==> src/logic/fbp_regs.svh <==
// Register offsets, field positions, reset values and mode codes
`ifndef FBP_REGS_SVH
`define FBP_REGS_SVH
`define FBP_ADDR_W 2
`define FBP_ADDR_DOUT 2'h0
`define FBP_ADDR_PSTATE 2'h1
`define FBP_ADDR_DIR 2'h2
`define FBP_ADDR_CTRL 2'h3
`define FBP_NPIN 5
`define FBP_PIN_MSB 4
`define FBP_RSV_MSB 7
`define FBP_RSV_LSB 5
`define FBP_PIN4 4
`define FBP_PIN3 3
`define FBP_PIN2 2
`define FBP_PIN1 1
`define FBP_PIN0 0
`define FBP_CS0 0
`define FBP_CS1 1
`define FBP_CS2 2
`define FBP_CS3 3
`define FBP_CTRL_TRG_LO 0
`define FBP_CTRL_TRG_HI 1
`define FBP_CTRL_KEEP 2
`define FBP_DOUT_RST 5'h00
`define FBP_DIR_RST_CS0 5'h10
`define FBP_DIR_RST_NONE 5'h00
`define FBP_CTRL_RST 3'h0
`define FBP_RSV_READ 3'h0
`define FBP_INIT_WAIT 2'h3
`define FBP_MODE_1 3'h1
`define FBP_MODE_2 3'h2
`define FBP_MODE_4 3'h4
`define FBP_MODE_5 3'h5
`define FBP_MODE_6 3'h6
`define FBP_SYNC_W 8
`endif

==> src/logic/fbp_pkg.sv <==
// Types shared by the five-bit port logic
package fbp_pkg;
   // Whole state of the port, registered as one word
   typedef struct packed {
      logic [4:0] dout;       // Output data bits
      logic [4:0] dir;        // Direction bits, 1 = output
      logic [2:0] ctrl;       // Trigger select and standby keep
      logic [4:0] pstate;     // Pin-state view
      logic [2:0] mode;       // Captured operating mode
      logic [1:0] init_cnt;   // Settling count before mode init
      logic [4:0] pin_o;      // Pin output levels
      logic [4:0] pin_oe;     // Pin output enables
      logic ext_interrupt_6;             // Pin 0 toward interrupt 6
      logic ext_interrupt_7;             // Pin 1 toward interrupt 7
      logic trig;             // Pin 0 toward converter trigger
      logic [7:0] rdata;      // Read answer
   } fbp_state_t;
endpackage

==> src/logic/fbp_sync.sv <==
// Two-stage synchroniser for pin and strap levels
`timescale 1ns/1ps
`include "fbp_regs.svh"
module fbp_sync #(
   parameter int W = `FBP_SYNC_W
) (
   input wire logic CLK_IN,            // System clock
   input wire logic RSTN_IN,           // Async reset, active low
   input wire logic [W-1:0] D_IN,      // Asynchronous levels
   output logic [W-1:0] Q_OUT          // Synchronised levels
);
   logic [W-1:0] meta_q;
   logic [W-1:0] sync_q;

   // One pair of flops per bit; only the second stage is read
   genvar i;
   generate
      for (i = 0; i < W; i++) begin : g_bit
         always_ff @(posedge CLK_IN or negedge RSTN_IN) begin
            if (!RSTN_IN) begin
               meta_q[i] <= 1'b0;
               sync_q[i] <= 1'b0;
            end else begin
               meta_q[i] <= D_IN[i];
               sync_q[i] <= meta_q[i];
            end
         end
      end
   endgenerate

   assign Q_OUT = sync_q;
endmodule // fbp_sync

==> src/logic/fbp_port.sv <==
// Five-bit general-purpose port with chip-select, interrupt, trigger use
//
// The implementer's own choices: the address-and-strobe port and the register offsets.
`timescale 1ns/1ps
`include "fbp_regs.svh"
module fbp_port
   import fbp_pkg::*;
(
   input wire logic CLK_IN,              // System clock, 125 MHz
   input wire logic RSTN_IN,             // Power-on reset, active low
   input wire logic HW_STBY_IN,          // Hardware standby, high
   input wire logic MAN_RST_IN,          // Manual reset, high
   input wire logic SW_STBY_IN,          // Software standby, high
   input wire logic [2:0] MODE_IN,       // Operating mode strap pins
   input wire logic [`FBP_ADDR_W-1:0] ADDR_IN,  // Register address
   input wire logic [7:0] WDATA_IN,      // Write data
   input wire logic WR_IN,               // Write strobe
   input wire logic RD_IN,               // Read strobe
   input wire logic [3:0] CS_IN,         // Chip-selects from bus logic
   input wire logic [4:0] PIN_IN,        // Pin levels as seen on pads
   output logic [7:0] RDATA_OUT,         // Read data, cycle after read
   output logic [4:0] PIN_OUT,           // Pin drive levels
   output logic [4:0] PIN_OE_OUT,        // Pin drive enables
   output logic EXT_INT6_OUT,            // Level toward interrupt 6
   output logic EXT_INT7_OUT,            // Level toward interrupt 7
   output logic CONV_TRIG_OUT            // Level toward converter
);
   fbp_state_t s_q;
   fbp_state_t s_d;
   logic [`FBP_SYNC_W-1:0] sync_w;
   logic [4:0] pin_s;
   logic [2:0] mode_s;
   logic cs0_mode;
   logic csx_mode;
   logic init_done;
   logic freeze;
   logic cs_hiz;
   logic [4:0] cs_use;
   logic [4:0] cs_lvl;

   // Pins and strap pass two flops before use
   fbp_sync #(
      .W(`FBP_SYNC_W)
   ) u_sync (
      .CLK_IN(CLK_IN),
      .RSTN_IN(RSTN_IN),
      .D_IN({MODE_IN, PIN_IN}),
      .Q_OUT(sync_w)
   );

   assign pin_s = sync_w[4:0];
   assign mode_s = sync_w[7:5];

   // Mode decode from the captured mode
   assign cs0_mode = (s_q.mode == `FBP_MODE_1) ||
                     (s_q.mode == `FBP_MODE_2) ||
                     (s_q.mode == `FBP_MODE_4) ||
                     (s_q.mode == `FBP_MODE_5) ||
                     (s_q.mode == `FBP_MODE_6);
   assign csx_mode = (s_q.mode == `FBP_MODE_4) ||
                     (s_q.mode == `FBP_MODE_5) ||
                     (s_q.mode == `FBP_MODE_6);
   assign init_done = (s_q.init_cnt == `FBP_INIT_WAIT);
   assign freeze = MAN_RST_IN || SW_STBY_IN;
   assign cs_hiz = SW_STBY_IN && !s_q.ctrl[`FBP_CTRL_KEEP];

   // Which pins act as chip-selects, and the level each one drives
   assign cs_use = {cs0_mode, csx_mode, csx_mode, csx_mode, 1'b0};
   assign cs_lvl = {CS_IN[`FBP_CS0], CS_IN[`FBP_CS1], CS_IN[`FBP_CS2],
                    CS_IN[`FBP_CS3], 1'b0};

   // Next-state logic for the whole port
   always_comb begin
      logic [4:0] ps_view;
      logic [4:0] is_cs;
      ps_view = 5'h00;
      is_cs = 5'h00;
      s_d = s_q;
      s_d.rdata = 8'h00;
      // Pin-state view mixes data bits and pin levels
      ps_view = (s_q.dir & s_q.dout) | (~s_q.dir & pin_s);
      // Count settling cycles, then apply mode-dependent direction
      if (!init_done) begin
         s_d.init_cnt = s_q.init_cnt + 2'h1;
      end
      if (s_q.init_cnt == `FBP_INIT_WAIT - 2'h1) begin
         s_d.mode = mode_s;
         if ((mode_s == `FBP_MODE_1) || (mode_s == `FBP_MODE_4) ||
             (mode_s == `FBP_MODE_5)) begin
            s_d.dir = `FBP_DIR_RST_CS0;
         end else begin
            s_d.dir = `FBP_DIR_RST_NONE;
         end
      end
      // Pin-state follows the view unless held
      if (!freeze) begin
         s_d.pstate = ps_view;
      end
      // Register writes; pin-state address takes none
      if (WR_IN && init_done && !HW_STBY_IN) begin
         unique case (ADDR_IN)
            `FBP_ADDR_DOUT: s_d.dout = WDATA_IN[4:0];
            `FBP_ADDR_PSTATE: s_d.dout = s_q.dout;
            `FBP_ADDR_DIR: s_d.dir = WDATA_IN[4:0];
            `FBP_ADDR_CTRL: s_d.ctrl = WDATA_IN[2:0];
         endcase
      end
      // Read answer; reserved bits read zero
      if (RD_IN) begin
         unique case (ADDR_IN)
            `FBP_ADDR_DOUT: s_d.rdata = {`FBP_RSV_READ, s_q.dout};
            `FBP_ADDR_PSTATE: s_d.rdata = {`FBP_RSV_READ, s_q.pstate};
            `FBP_ADDR_DIR: s_d.rdata = 8'h00;
            `FBP_ADDR_CTRL: s_d.rdata = {5'h00, s_q.ctrl};
         endcase
      end
      // Hardware standby clears data and restarts mode init
      if (HW_STBY_IN) begin
         s_d.dout = `FBP_DOUT_RST;
         s_d.dir = `FBP_DIR_RST_NONE;
         s_d.init_cnt = 2'h0;
      end
      // Pin function per bit: chip-select, port output or input
      is_cs = cs_use & s_q.dir;
      s_d.pin_o = (is_cs & cs_lvl) | (~is_cs & s_q.dout);
      s_d.pin_oe = s_q.dir & ~(is_cs & {5{cs_hiz}});
      if (HW_STBY_IN || !init_done) begin
         s_d.pin_oe = 5'h00;
      end
      // Interrupt and trigger feeds from synchronised pins
      s_d.ext_interrupt_7 = pin_s[`FBP_PIN1];
      s_d.ext_interrupt_6 = pin_s[`FBP_PIN0];
      s_d.trig = pin_s[`FBP_PIN0] && s_q.ctrl[`FBP_CTRL_TRG_HI] &&
                 s_q.ctrl[`FBP_CTRL_TRG_LO];
   end

   // State register; only power-on reset clears it
   always_ff @(posedge CLK_IN or negedge RSTN_IN) begin
      if (!RSTN_IN) begin
         s_q <= '0;
      end else begin
         s_q <= s_d;
      end
   end

   // Outputs straight from the state register
   assign RDATA_OUT = s_q.rdata;
   assign PIN_OUT = s_q.pin_o;
   assign PIN_OE_OUT = s_q.pin_oe;
   assign EXT_INT6_OUT = s_q.ext_interrupt_6;
   assign EXT_INT7_OUT = s_q.ext_interrupt_7;
   assign CONV_TRIG_OUT = s_q.trig;
endmodule // fbp_port

==> config.mk <==
export PLATFORM = sky130hd
export DESIGN_NAME = fbp_port
export DESIGN_NICKNAME = d
export VERILOG_FILES = /design/src/logic/fbp_pkg.sv /design/src/logic/fbp_sync.sv /design/src/logic/fbp_port.sv
export VERILOG_INCLUDE_DIRS = /design/src /design/src/logic
export SDC_FILE = /design/constraint.sdc
export NUM_CORES = 1
export LEC_CHECK = 0
export BUFFER_PORTS_ARGS = -buffer_cell sky130_fd_sc_hd__buf_2
export CAP_MARGIN = 20
export CORE_MARGIN = 8
export CORE_UTILIZATION = 35
export DETAILED_ROUTE_END_ITERATION = 10
export PLACE_DENSITY = 0.56
export SLEW_MARGIN = 0
export SYNTH_ARGS = -nofsm -noshare
export SYNTH_HDL_FRONTEND = slang
export SYNTH_SLANG_ARGS = --single-unit
==> constraint.sdc <==
create_clock -name CLK_IN -period 4 [get_ports CLK_IN]
set_clock_uncertainty 0.2 [all_clocks]
set_input_delay 0.2 -clock CLK_IN [delete_from_list [all_inputs] [get_ports CLK_IN]]
set_output_delay 0.2 -clock CLK_IN [all_outputs]
set_load 0.02 [all_outputs]
After elaboration in Yosys (flattened, before gate mapping)
Cells that the tools add are included.
Operators by class
  $add $sub $neg: 1
  equality and inequality tests: 14
  muxes and demuxes: 12
  bitwise logic cells: 12
  reductions and logical operators: 23
Operator list (count)
  AND 5 bit: 7
  case mux 8 bit (4 select lines): 1
  2-to-1 mux 5 bit: 5
  == test 3 bit, second input constant: 5
  NOT 5 bit: 3
  2-to-1 mux 13 bit: 1
  logical OR 1 bit: 10
  2-to-1 mux 10 bit: 1
  OR 5 bit: 2
  == test 2 bit, second input constant: 4
  2-to-1 mux 8 bit: 1
  == test 3 x 1 -> 1 bit, second input constant: 2
  logical AND 1 bit: 5
  2-to-1 mux 2 bit: 2
  AND reduction 2 bit: 2
  nonzero test 2 bit: 2
  == test 3 x 2 -> 1 bit, second input constant: 1
  zero test 1 bit: 3
  2-to-1 mux 3 bit: 1
  adder 2 x 1 -> 2 bit, second input constant: 1
  == test 2 x 1 -> 1 bit, second input constant: 1
  zero test 2 bit: 1
  inequality test 2 bit, second input constant: 1
Storage, ports and cells
  bits in registers: 60
  bits of input ports: 29
  output and inout bits: 21
  logic and storage cells: 90

Logic depth before layout (Yosys ltp)
Gate-level depths: netlist of run 1.
  depth after elaboration: 10
  depth in mapped cells: 5
  gate-level depth less buffers: 5

Cells and area by module
A second synthesis of run 1 with hierarchy kept.
Unflattened totals
  cell total of the unflattened synthesis: 184
  area, all modules: 2302.2 um2
By module, submodules not included
  fbp_port: times used 1, cells each 168, area an instance 1901.8 um2, seq. area each 1026.0 um2
  fbp_sync: times used 1, cells each 16, area an instance 400.4 um2, seq. area each 400.4 um2

Least setup slack after synthesis of run 1
No wires, ideal clock.
  path kind: register -> register
  start: register s_q[21] (netlist name)
  end: register s_q[31] (netlist name)
  setup time: 125 ps
  data arrival time: 1295 ps
  slack: 2380 ps
  cell stages (with the launch flop): 5
  clock period less this slack: 1620 ps
  cell sequence: dfrtp_1 > ha_1 > and2b_2 > nand4_4 > mux2_4
On the way
  cells in the longest elaborated chain, start to end: 4
RTL lines
  from (decl): RTL line fbp_port.sv:28  | fbp_state_t s_q;
  from (signal assigned): RTL line fbp_port.sv:140  | s_q <= '0;
  from (signal assigned): RTL line fbp_port.sv:142  | s_q <= s_d;
  == test 2 bit (no line)
  logical AND 1 bit (2 in series): RTL line fbp_port.sv:100  | if (WR_IN && init_done && !HW_STBY_IN) begin
  AND reduction 2 bit (no line)
No other way between the ends.
A chain may end at the register's enable or synchronous reset.

==> flow_metrics.env, run 1 <==
export IMPL_drc=0
export IMPL_min_path_cells=3
export IMPL_io_buffers=43
export IMPL_cts_tree="done"
export IMPL_drtIter0Drc=72
export IMPL_totalPowerFinal_mw=1.46
export IMPL_fmax_mhz=463
export IMPL_yosys_warnings=0
export IMPL_peakVddDrop_v=0.000420
export IMPL_synth_edf_count=0
export IMPL_avgSynthCellArea_um2=12.7
export IMPL_cts_resized=0
export IMPL_setup_violations=0
export IMPL_final_core_util=0.461
export IMPL_antenna_cells=0
export IMPL_pre_cts_ws_ps=2280
export IMPL_die_w_um=96.9
export IMPL_end_kind="register"
export IMPL_gp_congestion=0.762
export IMPL_yosys_top_cells_count="dfrtp_1, buf_4, mux2i_1"
export IMPL_crit_path_max_incr_delay_ps=570
export IMPL_slew_headroom=0.527
export IMPL_cts_sinks=57
export IMPL_cp_slowest_cell="dlygate4sd3_1"
export IMPL_cts_setup_buffers=0
export IMPL_synthesis_area_um2=2290
export IMPL_grt_pass1_vias=1557
export IMPL_synth_most_common_cell="dfrtp_1"
export IMPL_grt_usage=0.107
export IMPL_required_ps=4020
export IMPL_nNetsFinal=269
export IMPL_h_tree_depth=3
export IMPL_wl_um=4620
export IMPL_min_period_ps=2160
export IMPL_via_count=1427
export IMPL_hold_viol=0
export IMPL_vias_per_cell=4.46
export IMPL_ys_async_sr_fraction=1.00
export IMPL_fin_crit_sh=0.540
export IMPL_ant_nets=0
export IMPL_cts_hold_buf=23
export IMPL_whs_ps=112
export IMPL_core_um2=6350
export IMPL_ys_flop_type="dfrtp_1"
export IMPL_synth_seq_cells=57
export IMPL_syn_to_final_growth_pct=27.9
export IMPL_numCtsBuffers=9
export IMPL_power_leakage_nw=1.44
export IMPL_fin_ws_ps=1840
export IMPL_netlist_instances=181
export IMPL_hp_class="in -> reg"
export IMPL_die_area_um2=9390
export IMPL_slew_viol_final=0
export IMPL_root_buffer="clkbuf_8"
export IMPL_grt_ovfl_total=0
export IMPL_wl_per_cell_um=14.4
export IMPL_initial_core_util=0.361
export IMPL_status="complete, no violations"
export IMPL_netlist_top_cells_area="dfrtp_1, mux2i_1, buf_4"
export IMPL_rows=29
export IMPL_drive_gt1_frac=0.284
export IMPL_path_clk_slew_ps=60
export IMPL_rsz0062_at_grt="false"
export IMPL_clkLatencyLatePin_ps=340
export IMPL_r2r_cells=5
export IMPL_grt_pass1_wl_um=7810
export IMPL_cp_arrival_ps=2170
export IMPL_synth_top_area_frac=0.623
export IMPL_io_pin_count=50
export IMPL_crit_chain="ha_1, nand4b_1, nand3_1, a21oi_1, dlygate4sd3_1"
export IMPL_power_density_nw_per_um2=498
export IMPL_clockBufferDepth=2
export IMPL_drtPass1Iterations=4
export IMPL_synth_distinct_cells=34
export IMPL_cp_max_fo=7
export IMPL_synth_seq_area_share=0.623
export IMPL_setup_tns_ps=0
export IMPL_grt_max_degree=58
export IMPL_die_height_um=96.9
export IMPL_grt_antenna_before_repair=0
export IMPL_drv_cap=0
export IMPL_tightest_slew_ps=710
export IMPL_setup_worst_path_start_class="register"
export IMPL_yosys_area_top_type="dfrtp_1"
export IMPL_worstSetupPathType="reg -> reg"
export IMPL_hpwl_um=3120
[per-stage QoR]
| step | std cells | cell area (um^2) |
|---|---|---|
| 6_report | 320 | 2930 |
| 5_1_grt | 320 | 2930 |
| 4_1_cts | 320 | 2930 |
| 3_5_place_dp | 281 | 2460 |
| 3_3_place_gp | 281 | 2460 |
| 2_1_floorplan | 183 | 2300 |
[final cells by class]
class	instances	area, um^2
clock buffer	10	138
clock inverter	6	105
fill	584	3420
inverter	2	7.51
multi-input combinational	101	703
sequential	57	1430
tap	77	96.3
timing repair buffer	67	453
[where the power goes]
part / total (mW) / switching [mW] / internal (mW)
Clock: 0.642 / 0.215 / 0.427
Combinational: 0.162 / 0.0849 / 0.0772
Sequential: 0.654 / 0.0302 / 0.624
[cells in the final DEF, fill, tap and decap left out, drive strengths merged]
master	count
xor2	1
dfrtp	57
bufinv	3
mux2	10
and2b	1
o21ai	8
ha	2
and2	7
inv	2
a21boi	2
nor2b	1
and3	1
and4b	1
a21oi	5
buf	44
nand4	1
nor2	12
and4bb	1
nor3	1
nand3	8
nand2b	2
nand4b	1
dlygate4sd3	23
clkinv	3
or3	1
mux2i	15
conb	3
clkbuf	10
nand2	14
a41oi	1
o311a	1
or2	1
[registers in the layout (all words and copies together), names as in the netlist]
signal         flops
CONV_TRIG_OUT      1
EXT_INT7_OUT       1
s_q               23
PIN_OE_OUT         5
EXT_INT6_OUT       1
u_sync.Q_OUT       8
PIN_OUT            5
u_sync.meta_q      8
RDATA_OUT          5
[cells by family after synthesis]
group / after synthesis / synth area share
DFF: 57 / 0.623
and+or+nand+nor: 53 / 0.125
muxes: 25 / 0.120
buffers and inverters: 25 / 0.0732
AOI/OAI and AO/OA: 17 / 0.0432
adders and majority gates: 2 / 0.0109
other: 1 / 0.00164
xor gates and xnor gates: 1 / 0.00383
[path summary, 6_finish.rpt]
check	start	end	slack [ps]
setup / recovery	s_q[21]	s_q[35]	1840
hold / removal	WR_IN	s_q[32]	110
setup reg to reg	s_q[21]	s_q[35]	1840
hold reg to reg	u_sync.meta_q[4]	u_sync.Q_OUT[4]	150
max in group asynchronous	RSTN_IN	RDATA_OUT[2]	2790
min in group asynchronous	RSTN_IN	EXT_INT7_OUT	350
[critical path: cells and delay by family (launching register included)]
| family | cells | cell delay (ps) |
|---|---|---|
| flops | 1 | 380 |
| compound gates | 1 | 80 |
| simple gates | 2 | 520 |
| fa+ha+maj | 1 | 300 |
| buf+inv | 1 | 570 |
[routing by layer]
metal  share of wire  vias to the layer above  track usage  routed length (um)
li1                -                      707            -                   -
met1            0.46                      665        0.121                2120
met2            0.45                       47        0.160                2080
met3           0.075                        8       0.0633                 347
met4           0.016                        0       0.0462                  76
met5               0                        -            0                   0
No activity file was read; power rests on OpenSTA's default activity.
==> run 2: changes to the inputs <==
==> constraint.sdc (replaced) <==
create_clock -name CLK_IN -period 2.1 [get_ports CLK_IN]
set_clock_uncertainty 0.2 [all_clocks]
set_input_delay 0.105 -clock CLK_IN [delete_from_list [all_inputs] [get_ports CLK_IN]]
set_output_delay 0.105 -clock CLK_IN [all_outputs]
set_load 0.02 [all_outputs]
==> run 2 against run 1 <==
Compared with the run above: global-route usage is 0.28 points lower; via count is 0.70% lower; maximum frequency is 27% higher; largest power group is now the clock network; combinational power is 92% higher; clock-buffer cell count is 1 higher; wire length is 1.6% lower.
==> flow_metrics.env, run 2 (same netlist as run 1, synthesis figures left out) <==
export IMPL_worstSetupPathType="reg -> reg"
export IMPL_end_kind="register"
export IMPL_power_density_nw_per_um2=977
export IMPL_cp_depth=4
export IMPL_min_period_ps=1710
export IMPL_setup_violations=0
export IMPL_gp_congestion=0.763
export IMPL_grt_antenna_before_repair=0
export IMPL_final_area_um2=2950
export IMPL_min_path_cells=3
export IMPL_die_height_um=96.9
export IMPL_totalPowerFinal_mw=2.88
export IMPL_final_common_cell="dfrtp_1"
export IMPL_pre_cts_ws_ps=392
export IMPL_crit_chain="ha_1, and4bb_1, mux2i_1, nor2_1"
export IMPL_crit_reg2reg_launch="s_q[21]"
export IMPL_via_count=1417
export IMPL_drtIter0Drc=41
export IMPL_cts_resized=0
export IMPL_initial_core_util=0.361
export IMPL_io_pin_count=50
export IMPL_required_ps=2110
export IMPL_cp_top_family="simple AND/OR/NAND/NOR gates"
export IMPL_clkLatencyLatePin_ps=330
export IMPL_clockBufferDepth=2
export IMPL_core_um2=6350
export IMPL_rows=29
export IMPL_grt_ovfl_total=0
export IMPL_setup_tns_ps=0
export IMPL_slew_headroom=0.578
export IMPL_whs_ps=49.8
export IMPL_rrSetupSlack_ps=390
export IMPL_fin_ws_ps=395
export IMPL_grt_usage=0.104
export IMPL_drtPass1Iterations=4
export IMPL_wl_um=4550
export IMPL_die_area_um2=9390
export IMPL_fin_crit_sh=0.812
export IMPL_rsz0062_at_grt="false"
export IMPL_cts_sinks=57
export IMPL_nNetsFinal=268
export IMPL_grt_pass1_vias=1545
export IMPL_crit_buf_inv=0
export IMPL_grt_max_degree=58
export IMPL_worst_r2r_endpoint="s_q[43]"
export IMPL_largest_register="s_q"
export IMPL_ant_nets=0
export IMPL_power_leakage_nw=1.43
export IMPL_crit_path_max_incr_delay_ps=440
export IMPL_hold_viol=0
export IMPL_largest_reg_flops=23
export IMPL_h_tree_depth=3
export IMPL_drive_gt1_frac=0.277
export IMPL_tightest_slew_ps=632
export IMPL_final_core_util=0.464
export IMPL_setup_worst_path_start_class="register"
export IMPL_path_clk_slew_ps=60
export IMPL_antenna_cells=0
export IMPL_cp_arrival_ps=1710
export IMPL_hp_class="in -> reg"
export IMPL_r2r_cells=4
export IMPL_numCtsBuffers=9
export IMPL_place_area_um2=2470
export IMPL_cp_max_fo=7
export IMPL_io_buffers=43
export IMPL_cts_tree="done"
export IMPL_final_cells=319
export IMPL_cts_setup_buffers=0
export IMPL_status="complete, no violations"
export IMPL_slew_viol_final=0
export IMPL_drc=0
export IMPL_hpwl_um=3080
export IMPL_place_inst=281
export IMPL_drv_cap=0
export IMPL_peakVddDrop_v=0.000653
export IMPL_fmax_mhz=586
export IMPL_grt_pass1_wl_um=7680
export IMPL_syn_to_final_growth_pct=28.7
export IMPL_root_buffer="clkbuf_8"
export IMPL_min_to="RDATA_OUT[3]"
export IMPL_cp_slowest_cell="and4bb_1"
export IMPL_final_cell_mix="dfrtp_1, buf_2, dlygate4sd3_1, mux2i_1, nand2_1"
export IMPL_vias_per_cell=4.44
export IMPL_wl_per_cell_um=14.3
export IMPL_die_w_um=96.9
export IMPL_cts_hold_buf=22
export IMPL_min_delay_start="ADDR_IN[1]"
run 2: cell type report:
type,instances,area (um^2)
fill,585,3400
sequential,57,1430
multi-input combinational,101,703
timing repair buffer,66,455
clock buffer,11,131
clock inverter,5,128
tap,77,96.3
inverter,2,7.51
run 2: layer usage:
metal,up-vias,global-route usage,share of wire
met4,0,0.0462,0.011
met2,43,0.153,0.45
met3,5,0.0541,0.075
met5,-,0,0
met1,671,0.124,0.46
li1,698,-,-
run 2: tightest hold or removal path, delay by kind of cell:
kind | cells | cell delay, ps
simple gates | 2 | 220
buf+inv | 1 | 210
run 2: how the worst max path moves through the flow:
stage	from	end	slack, ps
after floorplan	s_q[21]	s_q[31]	480
after global routing	s_q[21]	s_q[40]	240
final	s_q[21]	s_q[43]	390
after global placement	s_q[21]	s_q[32]	420
after CTS	s_q[21]	s_q[43]	370
after detailed placement	s_q[21]	s_q[42]	390
run 2: power breakdown:
part / switching, mW / leakage (nW) / internal, mW
clock: 0.414 / 0.124 / 0.909
combinational: 0.160 / 0.573 / 0.151
sequential: 0.0584 / 0.736 / 1.19
total: 0.632 / 1.43 / 2.25
